## src/shared/rdp_pkg.sv

```systemverilog
package rdp_pkg;

  // Tag values are not given here; defaults are parameters of the top
  localparam logic [7:0] LINK_TYPE_FWD_PTR = 8'h81;
  localparam logic [2:0] USAGE_COMBINED    = 3'h0;
  localparam logic [2:0] USAGE_SIG_ONLY    = 3'h1;
  localparam logic [2:0] USAGE_DATA_ONLY   = 3'h2;
  localparam logic [2:0] USAGE_RELEASE     = 3'h7;

  // Byte positions within the body (after the length byte)
  localparam logic [7:0] LNK_TYPE_POS   = 8'h06;
  localparam logic [7:0] LNK_NET_END    = 8'h08;
  localparam logic [7:0] LNK_CNT_POS    = 8'h09;
  localparam logic [7:0] FWD_FIXED_LEN  = 8'h10;
  localparam logic [1:0] PAIR_LAST_BYTE = 2'h3;

  // Register addresses of the plain register port
  localparam logic [3:0] ADDR_GROUP   = 4'h0;
  localparam logic [3:0] ADDR_CTRL    = 4'h1;
  localparam logic [3:0] ADDR_LINK0   = 4'h2;
  localparam logic [3:0] ADDR_LINK1   = 4'h3;
  localparam logic [3:0] ADDR_FWD0    = 4'h4;
  localparam logic [3:0] ADDR_FWD1    = 4'h5;
  localparam logic [3:0] ADDR_FWD2    = 4'h6;
  localparam logic [3:0] ADDR_FWD3    = 4'h7;
  localparam logic [3:0] ADDR_STATUS  = 4'h8;

  typedef struct packed {
    logic [15:0] stream_id;
    logic [15:0] origin_net;
    logic [15:0] service_id;
    logic [15:0] return_network_label;
    logic        forward_signalling_pointer;
    logic        group_match;
  } rdp_link_s;

  typedef struct packed {
    logic [7:0]  spacecraft_number;
    logic [15:0] spot_number;
    logic [7:0]  control_centre_number;
    logic [2:0]  usage;
    logic [4:0]  operator_carrier_number;
    logic [31:0] frequency;
    logic [15:0] orbit_pos;
    logic        east;
    logic [1:0]  polarization;
    logic [4:0]  modulation;
    logic [23:0] symbol_rate;
    logic [3:0]  inner_code_rate;
  } rdp_fwd_s;

  typedef enum logic [2:0] {
    ST_TAG, ST_LEN, ST_LINK, ST_CONTENT, ST_FWD, ST_SKIP
  } rdp_state_e;

endpackage

```

## src/hw/rdp_group_match.sv

```systemverilog
`timescale 1ns/10ps
// Base/mask range check: only bits with a clear mask bit must agree
module rdp_group_match #(
  parameter int W = 16
) (
  input  wire logic [W-1:0] group_i,
  input  wire logic [W-1:0] pattern_i,
  input  wire logic [W-1:0] dontcare_i,
  output logic              match_o
);
  logic [W-1:0] bit_ok;

  // One comparator per bit position
  for (genvar b = 0; b < W; b++) begin : g_bit
    assign bit_ok[b] = dontcare_i[b] | (group_i[b] == pattern_i[b]);
  end

  assign match_o = &bit_ok;
endmodule

```

## src/hw/rdp_parser.sv

```systemverilog
// Contract
// - Eight-bit tag picks which descriptor layout is decoded.
// - Eight-bit length bounds the descriptor and its trailing loops.
// - Reserved bits are skipped, their value never checked.
// - Linkage: capture stream, origin network and service identifiers.
// - Linkage type 0x81 marks a forward signalling pointer.
// - Capture sixteen-bit return network label after linkage type.
// - Range count plus one base/mask pairs are processed.
// - Group matches where all unmasked bits equal the pattern.
// - Terminal group number is a configured value set beforehand.
// - Linkage private bytes are skipped uninterpreted.
// - Content descriptor binds each listed table to one packet id.
// - Each eight-bit section kind entry is reported for that id.
// - Forward link descriptor replaces standard delivery descriptor.
// - Capture eight-bit spacecraft number.
// - Capture sixteen-bit spot number.
// - Capture eight-bit control centre number.
// - Extract three-bit usage code.
// - Usage 0 combined, 1 signalling, 2 data, 7 release.
// - Single-carrier terminal accepts only combined usage descriptors.
//
// The plain strobed port and the address map were chosen for this implementation.
`timescale 1ns/10ps
module rdp_parser #(
  parameter logic [7:0] TAG_LINKAGE = 8'h4a,
  parameter logic [7:0] TAG_CONTENT = 8'ha0,
  parameter logic [7:0] TAG_FWD     = 8'ha1
) (
  input  wire logic        clk_i,
  input  wire logic        resetn_i,
  input  wire logic        byte_valid_i,
  input  wire logic [7:0]  byte_i,
  input  wire logic        desc_start_i,
  input  wire logic [12:0] packet_id_i,
  input  wire logic [3:0]  reg_addr_i,
  input  wire logic [31:0] reg_wdata_i,
  input  wire logic        reg_we_i,
  input  wire logic        reg_re_i,
  output logic      [31:0] reg_rdata_o,
  output rdp_pkg::rdp_link_s link_o,
  output logic             link_done_o,
  output rdp_pkg::rdp_fwd_s fwd_o,
  output logic             fwd_done_o,
  output logic             section_valid_o,
  output logic      [7:0]  section_kind_o,
  output logic      [12:0] section_pid_o
);

  ////////////////////////////////////////////////////////////////////////////
  // Configuration registers
  logic [15:0] group_q, group_d;
  logic        single_q, single_d;
  logic [31:0] rdata_q, rdata_d;

  // Group number is loaded by software before acquisition
  always_comb begin
    group_d  = group_q;
    single_d = single_q;
    if (reg_we_i && reg_addr_i == rdp_pkg::ADDR_GROUP) begin
      group_d = reg_wdata_i[15:0];
    end else if (reg_we_i && reg_addr_i == rdp_pkg::ADDR_CTRL) begin
      single_d = reg_wdata_i[0];
    end
  end

  ////////////////////////////////////////////////////////////////////////////
  // Parser state
  rdp_pkg::rdp_state_e st_q, st_d;
  rdp_pkg::rdp_state_e body_q, body_d; // Layout named by the tag
  logic [7:0]  len_q, len_d;     // Bytes left in body
  logic [7:0]  pos_q, pos_d;     // Body byte index
  logic [7:0]  pairs_q, pairs_d; // Pairs left minus one
  logic [1:0]  pb_q, pb_d;       // Byte within a pair
  logic        in_loop_q, in_loop_d;
  logic [31:0] pair_q, pair_d;
  logic [127:0] sh_q, sh_d;      // Forward fixed part, byte shifted
  rdp_pkg::rdp_link_s link_q, link_d;
  logic        link_done_q, link_done_d;
  rdp_pkg::rdp_fwd_s fwd_q, fwd_d;
  logic        fwd_done_q, fwd_done_d;
  logic        sec_v_q, sec_v_d;
  logic [7:0]  sec_k_q, sec_k_d;
  logic [12:0] pid_q, pid_d;
  logic        hit;
  logic        last;

  rdp_group_match #(
    .W (16)
  ) u_match (
    .group_i    (group_q),
    .pattern_i  (pair_q[23:8]),
    .dontcare_i ({pair_q[7:0], byte_i}),
    .match_o    (hit)
  );

  assign last = (len_q == 8'h01);

  // Byte walker; desc_start_i realigns onto a fresh tag at any time
  always_comb begin
    st_d        = st_q;
    body_d      = body_q;
    len_d       = len_q;
    pos_d       = pos_q;
    pairs_d     = pairs_q;
    pb_d        = pb_q;
    in_loop_d   = in_loop_q;
    pair_d      = pair_q;
    sh_d        = sh_q;
    link_d      = link_q;
    fwd_d       = fwd_q;
    pid_d       = pid_q;
    sec_k_d     = sec_k_q;
    link_done_d = 1'b0;
    fwd_done_d  = 1'b0;
    sec_v_d     = 1'b0;
    if (byte_valid_i) begin
      case (st_q)
        rdp_pkg::ST_TAG: begin
          // Unknown tags still walk their length and are dropped
          if (byte_i == TAG_LINKAGE) begin
            body_d = rdp_pkg::ST_LINK;
          end else if (byte_i == TAG_CONTENT) begin
            body_d = rdp_pkg::ST_CONTENT;
          end else if (byte_i == TAG_FWD) begin
            body_d = rdp_pkg::ST_FWD;
          end else begin
            body_d = rdp_pkg::ST_SKIP;
          end
          st_d    = rdp_pkg::ST_LEN; // Length byte follows next
          pos_d   = '0;
          pb_d    = '0;
          in_loop_d = 1'b0;
          pid_d   = packet_id_i;
          link_d  = '0;
        end
        rdp_pkg::ST_LEN: begin
          len_d = byte_i;
          if (byte_i == '0) begin
            st_d = rdp_pkg::ST_TAG;
          end else begin
            st_d = body_q;
          end
        end
        rdp_pkg::ST_LINK: begin
          pos_d = pos_q + 8'h01;
          if (pos_q < rdp_pkg::LNK_TYPE_POS) begin
            pair_d = {pair_q[23:0], byte_i};
            if (pos_q == 8'h01) link_d.stream_id  = {pair_q[7:0], byte_i};
            if (pos_q == 8'h03) link_d.origin_net = {pair_q[7:0], byte_i};
            if (pos_q == 8'h05) link_d.service_id = {pair_q[7:0], byte_i};
          end else if (pos_q == rdp_pkg::LNK_TYPE_POS) begin
            link_d.forward_signalling_pointer =
              (byte_i == rdp_pkg::LINK_TYPE_FWD_PTR);
          end else if (pos_q <= rdp_pkg::LNK_NET_END) begin
            pair_d = {pair_q[23:0], byte_i};
            if (pos_q == rdp_pkg::LNK_NET_END) begin
              link_d.return_network_label = {pair_q[7:0], byte_i};
            end
          end else if (pos_q == rdp_pkg::LNK_CNT_POS) begin
            pairs_d   = byte_i;
            in_loop_d = 1'b1;
            pb_d      = '0;
          end else if (in_loop_q) begin
            pair_d = {pair_q[23:0], byte_i};
            pb_d   = pb_q + 2'h1;
            if (pb_q == rdp_pkg::PAIR_LAST_BYTE) begin
              if (hit) link_d.group_match = 1'b1;
              if (pairs_q == '0) in_loop_d = 1'b0;
              pairs_d = pairs_q - 8'h01;
            end
          end
          // Remaining bytes are private data and are not looked at
          if (last) begin
            link_done_d = link_d.forward_signalling_pointer;
          end
        end
        rdp_pkg::ST_CONTENT: begin
          sec_v_d = 1'b1;
          sec_k_d = byte_i;
        end
        rdp_pkg::ST_FWD: begin
          pos_d = pos_q + 8'h01;
          if (pos_q < rdp_pkg::FWD_FIXED_LEN) begin
            sh_d = {sh_q[119:0], byte_i};
          end
          if (pos_q == rdp_pkg::FWD_FIXED_LEN - 8'h01) begin
            // Ignored links must not disturb the fields last accepted
            fwd_done_d = !single_q ||
                         (sh_d[95:93] == rdp_pkg::USAGE_COMBINED);
            if (fwd_done_d) begin
              // Low nibble is reserved and dropped unseen
              fwd_d = sh_d[127:4];
            end
          end
        end
        default: ; // ST_SKIP; trailing bytes of a forward link stay in ST_FWD
      endcase
      if (st_q != rdp_pkg::ST_TAG && st_q != rdp_pkg::ST_LEN) begin
        len_d = len_q - 8'h01;
        if (last) st_d = rdp_pkg::ST_TAG;
      end
    end
    if (desc_start_i) begin
      st_d = rdp_pkg::ST_TAG;
    end
  end

  // Read mux: captured fields and status
  always_comb begin
    rdata_d = '0;
    if (reg_re_i) begin
      if (reg_addr_i == rdp_pkg::ADDR_GROUP) begin
        rdata_d = {16'h0000, group_q};
      end else if (reg_addr_i == rdp_pkg::ADDR_CTRL) begin
        rdata_d = {31'h0, single_q};
      end else if (reg_addr_i == rdp_pkg::ADDR_LINK0) begin
        rdata_d = {link_q.stream_id, link_q.origin_net};
      end else if (reg_addr_i == rdp_pkg::ADDR_LINK1) begin
        rdata_d = {link_q.service_id, link_q.return_network_label};
      end else if (reg_addr_i == rdp_pkg::ADDR_FWD0) begin
        rdata_d = {fwd_q.spacecraft_number, fwd_q.spot_number,
                   fwd_q.control_centre_number};
      end else if (reg_addr_i == rdp_pkg::ADDR_FWD1) begin
        rdata_d = fwd_q.frequency;
      end else if (reg_addr_i == rdp_pkg::ADDR_FWD2) begin
        rdata_d = {fwd_q.orbit_pos, fwd_q.usage, fwd_q.operator_carrier_number,
                   fwd_q.east, fwd_q.polarization, fwd_q.modulation};
      end else if (reg_addr_i == rdp_pkg::ADDR_FWD3) begin
        rdata_d = {fwd_q.inner_code_rate, 4'h0, fwd_q.symbol_rate};
      end else if (reg_addr_i == rdp_pkg::ADDR_STATUS) begin
        rdata_d = {26'h0, st_q, link_q.forward_signalling_pointer,
                   link_q.group_match, 1'b0};
      end
    end
  end

  ////////////////////////////////////////////////////////////////////////////
  // Registers only
  always_ff @(posedge clk_i or negedge resetn_i) begin
    if (!resetn_i) begin
      group_q     <= '0;
      single_q    <= 1'b0;
      rdata_q     <= '0;
      st_q        <= rdp_pkg::ST_TAG;
      body_q      <= rdp_pkg::ST_TAG;
      len_q       <= '0;
      pos_q       <= '0;
      pairs_q     <= '0;
      pb_q        <= '0;
      in_loop_q   <= 1'b0;
      pair_q      <= '0;
      sh_q        <= '0;
      link_q      <= '0;
      link_done_q <= 1'b0;
      fwd_q       <= '0;
      fwd_done_q  <= 1'b0;
      sec_v_q     <= 1'b0;
      sec_k_q     <= '0;
      pid_q       <= '0;
    end else begin
      group_q     <= group_d;
      single_q    <= single_d;
      rdata_q     <= rdata_d;
      st_q        <= st_d;
      body_q      <= body_d;
      len_q       <= len_d;
      pos_q       <= pos_d;
      pairs_q     <= pairs_d;
      pb_q        <= pb_d;
      in_loop_q   <= in_loop_d;
      pair_q      <= pair_d;
      sh_q        <= sh_d;
      link_q      <= link_d;
      link_done_q <= link_done_d;
      fwd_q       <= fwd_d;
      fwd_done_q  <= fwd_done_d;
      sec_v_q     <= sec_v_d;
      sec_k_q     <= sec_k_d;
      pid_q       <= pid_d;
    end
  end

  assign reg_rdata_o     = rdata_q;
  assign link_o          = link_q;
  assign link_done_o     = link_done_q;
  assign fwd_o           = fwd_q;
  assign fwd_done_o      = fwd_done_q;
  assign section_valid_o = sec_v_q;
  assign section_kind_o  = sec_k_q;
  assign section_pid_o   = pid_q;

  ////////////////////////////////////////////////////////////////////////////
  // Checks
  a_section_pulse_kind: assert property (@(posedge clk_i) disable iff (!resetn_i)
    byte_valid_i && st_q == rdp_pkg::ST_CONTENT && !desc_start_i
    |=> section_valid_o && section_kind_o == $past(byte_i))
    else $error("Section kind entry not reported");
  a_single_usage: assert property (@(posedge clk_i) disable iff (!resetn_i)
    fwd_done_o && single_q
    |-> fwd_o.usage == rdp_pkg::USAGE_COMBINED)
    else $error("Non-combined link accepted in single mode");
  a_link_type_only: assert property (@(posedge clk_i) disable iff (!resetn_i)
    link_done_o |-> link_o.forward_signalling_pointer)
    else $error("Linkage done without pointer type");
  a_tag_to_len: assert property (@(posedge clk_i) disable iff (!resetn_i)
    byte_valid_i && st_q == rdp_pkg::ST_TAG && !desc_start_i
    |=> st_q == rdp_pkg::ST_LEN)
    else $error("Tag byte not followed by length");
  a_len_bounds: assert property (@(posedge clk_i) disable iff (!resetn_i)
    byte_valid_i && len_q == 8'h01 && st_q != rdp_pkg::ST_TAG
    && st_q != rdp_pkg::ST_LEN |=> st_q == rdp_pkg::ST_TAG)
    else $error("Descriptor overran its length");
  a_group_cfg: assert property (@(posedge clk_i) disable iff (!resetn_i)
    reg_we_i && reg_addr_i == rdp_pkg::ADDR_GROUP
    |=> group_q == $past(reg_wdata_i[15:0]))
    else $error("Group number not loaded");
  a_pid_bind: assert property (@(posedge clk_i) disable iff (!resetn_i)
    byte_valid_i && st_q == rdp_pkg::ST_TAG && !desc_start_i
    |=> section_pid_o == $past(packet_id_i))
    else $error("Section kind bound to wrong packet id");
  a_fwd_rate_field: assert property (@(posedge clk_i) disable iff (!resetn_i)
    fwd_done_o |-> fwd_o.inner_code_rate == $past(byte_i[7:4]))
    else $error("Inner code rate misplaced");
endmodule

```

## config.mk

```make
export PLATFORM = sky130hd
export DESIGN_NAME = rdp_parser
export DESIGN_NICKNAME = d
export VERILOG_FILES = /design/src/shared/rdp_pkg.sv /design/src/hw/rdp_group_match.sv /design/src/hw/rdp_parser.sv
export SDC_FILE = /design/constraint.sdc
export NUM_CORES = 1
export LEC_CHECK = 0
export BUFFER_PORTS_ARGS = -buffer_cell sky130_fd_sc_hd__clkbuf_2
export CORE_UTILIZATION = 25
export DETAILED_ROUTE_END_ITERATION = 12
export HOLD_SLACK_MARGIN = 0.05
export MAX_ROUTING_LAYER = met4
export PLACE_DENSITY_LB_ADDON = 0.1
export SETUP_SLACK_MARGIN = 0.1
export SYNTH_ARGS = -nofsm -noshare
export SYNTH_HDL_FRONTEND = slang
export SYNTH_SLANG_ARGS = --single-unit
```

## constraint.sdc

```tcl
create_clock -name clk_i -period 3.1 [get_ports clk_i]
set_clock_uncertainty 0.05 [all_clocks]
set_input_delay 0.465 -clock clk_i [delete_from_list [all_inputs] [get_ports clk_i]]
set_output_delay 0.465 -clock clk_i [all_outputs]
set_load 0.1 [all_outputs]
```

==> flow_summary.ini <==
[logic_synthesis]
yosysWarnings = 0
syn_area_um2 = 20500
synth_edf_count = 0
synth_seq_cells = 448
ys_types = 76
synth-main-ff-cell = dfrtp_1
netlist.area_leader.share_pct = 54.8
yosysSeqAreaShare_pct = 54.8
avgSynthCellArea_um2 = 9.70
yosys-top-cells-count = nand2_1, dfrtp_1, o21ai_0
syn_inst = 2110
async_flop_share_pct = 100
syn-num-nets = 2180
ys_top_cells_by_area = dfrtp_1, nand2_1, mux2i_1
synth.most_common_cell = nand2_1
yosysTopAreaCell = dfrtp_1

[status]
violations = design-rule violations
status = finished, violations left

[worst_hold_path]
min_path_type = input pin to flop
holdPathStages = 2

[critical_path]
reg2reg_depth = 4
cp.arrival_ns = 2.90
cp_max_fo = 19
end_kind = flop
cp.required_ns = 3.55
crit_type = flop to flop
start_kind = flop

[timing]
relSlewSlack_pct = 34.6
tns_ns = 0
finalSetupViolCount = 0
fin_ws_ns = 0.657
period_share_pct = 78.8
drv_slew = 0
rsz0062_at_grt = no
hold_viol = 0
clock.fmax_ghz = 0.409
fin_hold_ws_ns = 0.0782
fin_crit_ns = 2.44
tightest_slew_ns = 0.979

[finish]
drive_gt1_share_pct = 20.6
final_cells = 3493
fin_nets = 2458
syn2layout_area_growth_pct = 23.8
final_area_um2 = 25300
multiInputGateArea_um2 = 8570
fillerInstances = 8335
layout.area.seq_um2 = 11200

[placement]
place_area_um2 = 23200
place_congestion = 0.861
port_buffers = 292
dp_slack_ns = 0.448
dp_hpwl_um = 61100
dp.cells = 3362

[grt]
antenna_found_initial = 3
grt_util_all_layers_pct = 21.1
grt_remaining_overflow = 0
grt_pass1_wl_um = 124000
grt_max_degree = 191
grt_pass1_vias = 16700

[floorplan]
core-area_um2 = 80800
fp.dieW_um = 288
start_util_pct = 25.3
rows = 104
die_h_um = 288
die_area_um2 = 83100
pin_count = 309

[power_and_ir_drop]
p_leak_uw = 0.0127
cellPowerDensity_nw_per_um2 = 673
peakVddDrop_mv = 0.495

[detailed_routing]
viasPerCell = 4.89
drc = 16
vias = 17100
routed_wl_um = 85600
firstDrtPassIters = 12
drtIter0Drc = 1446
drtAntennaViolNets = 0
wl_per_cell_um = 24.5

[cts]
postCtsSetupBuffers = 0
numCtsBuffers = 55
cts_root_buf = clkbuf_16
cts.repair.resized = 0
clock_latency_ns = 0.63
cts_hold_buffers = 29
cts.sinks = 448
cts_tree = built
clk_path_buf_depth = 3
ctsHtreeMaxLevel = 2
clkSlewWorstSetupHoldPaths_ns = 0.06

[run]
drv_cap = 0
[worst max-delay path, stage by stage, from the launching register on]
cell	delay [ns]
dfrtp_1	0.43
or4_4	0.78
o21ai_0	0.31
nand2_1	0.33
o311ai_0	0.44
[path summary, 6_finish.rpt]
check | from | to | slack [ns]
worst max-delay path | pos_q[6] | pairs_q[0] | 0.66
worst max register to register | pos_q[6] | pairs_q[0] | 0.66
max in group asynchronous | resetn_i | fwd_o[60] | 1.73
min in group asynchronous | resetn_i | fwd_done_o | 0.29
worst min-delay path | reg_wdata_i[0] | single_q | 0.08
worst min register to register | section_kind_o[3] | section_kind_o[3] | 0.42
[state kept, by name (all words and copies together) (netlist names)]
signal	flops
sh_q	128
fwd_o	124
link_o	66
reg_rdata_o	32
pair_q	24
group_q	16
section_pid_o	13
len_q	8
pairs_q	8
pos_q	8
section_kind_o	8
body_q	3
st_q	3
pb_q	2
fwd_done_o	1
in_loop_q	1
link_done_o	1
section_valid_o	1
single_q	1
[placed cells by master, fill, tap and decap left out, types with 47 or more instances in the layout]
| cell type | count |
|---|---|
| nor2_1 | 53 |
| mux2_2 | 47 |
| clkbuf_16 | 55 |
| a21oi_1 | 75 |
| mux2i_1 | 143 |
| clkbuf_2 | 290 |
| a32o_1 | 49 |
| nand2_1 | 663 |
| dfrtp_1 | 448 |
| o21ai_0 | 193 |
[cell families after synthesis]
kind of cell,count (synthesis),share of synthesized area (%)
xor+xnor,16,0.684
fa+ha+maj,9,0.525
buf+inv,181,3.59
mux,190,9.58
flops,448,54.8
simple gates,810,16.3
compound gates,456,14.5
[where the power goes]
part | leakage, uW | internal [uW] | switching, uW
clock | 0.000898 | 3920 | 2730
combinational | 0.00570 | 896 | 2290
sequential | 0.00611 | 6430 | 788
total | 0.0127 | 11300 | 5810
[per-layer routing]
layer | up-vias | GRT usage (%) | part of all wire (%)
met5 | - | - | 0
met3 | 105 | 3.25 | 4.9
met2 | 477 | 33.4 | 48
met4 | 0 | 5.77 | 2.7
li1 | 7887 | - | -
met1 | 8613 | 28.0 | 45
[area by class of cell]
cell class / count / area share (%)
Sequential cell: 448 / 44.2
Clock inverter: 16 / 0.864
Multi-Input combinational cell: 1481 / 33.8
Timing Repair Buffer: 376 / 9.07
Tap cell: 1060 / 5.23
Antenna cell: 2 / 0.0197
Clock buffer: 84 / 6.37
Inverter: 26 / 0.385
[per-stage QoR]
stage	power (uW)	utilization [%]
CTS	17300	31.4
global placement	10500	28.7
global route	17800	31.4
finish	17100	31.4
detailed placement	10500	28.7
floorplan	9360	-
(Power assumes the default switching activity.)
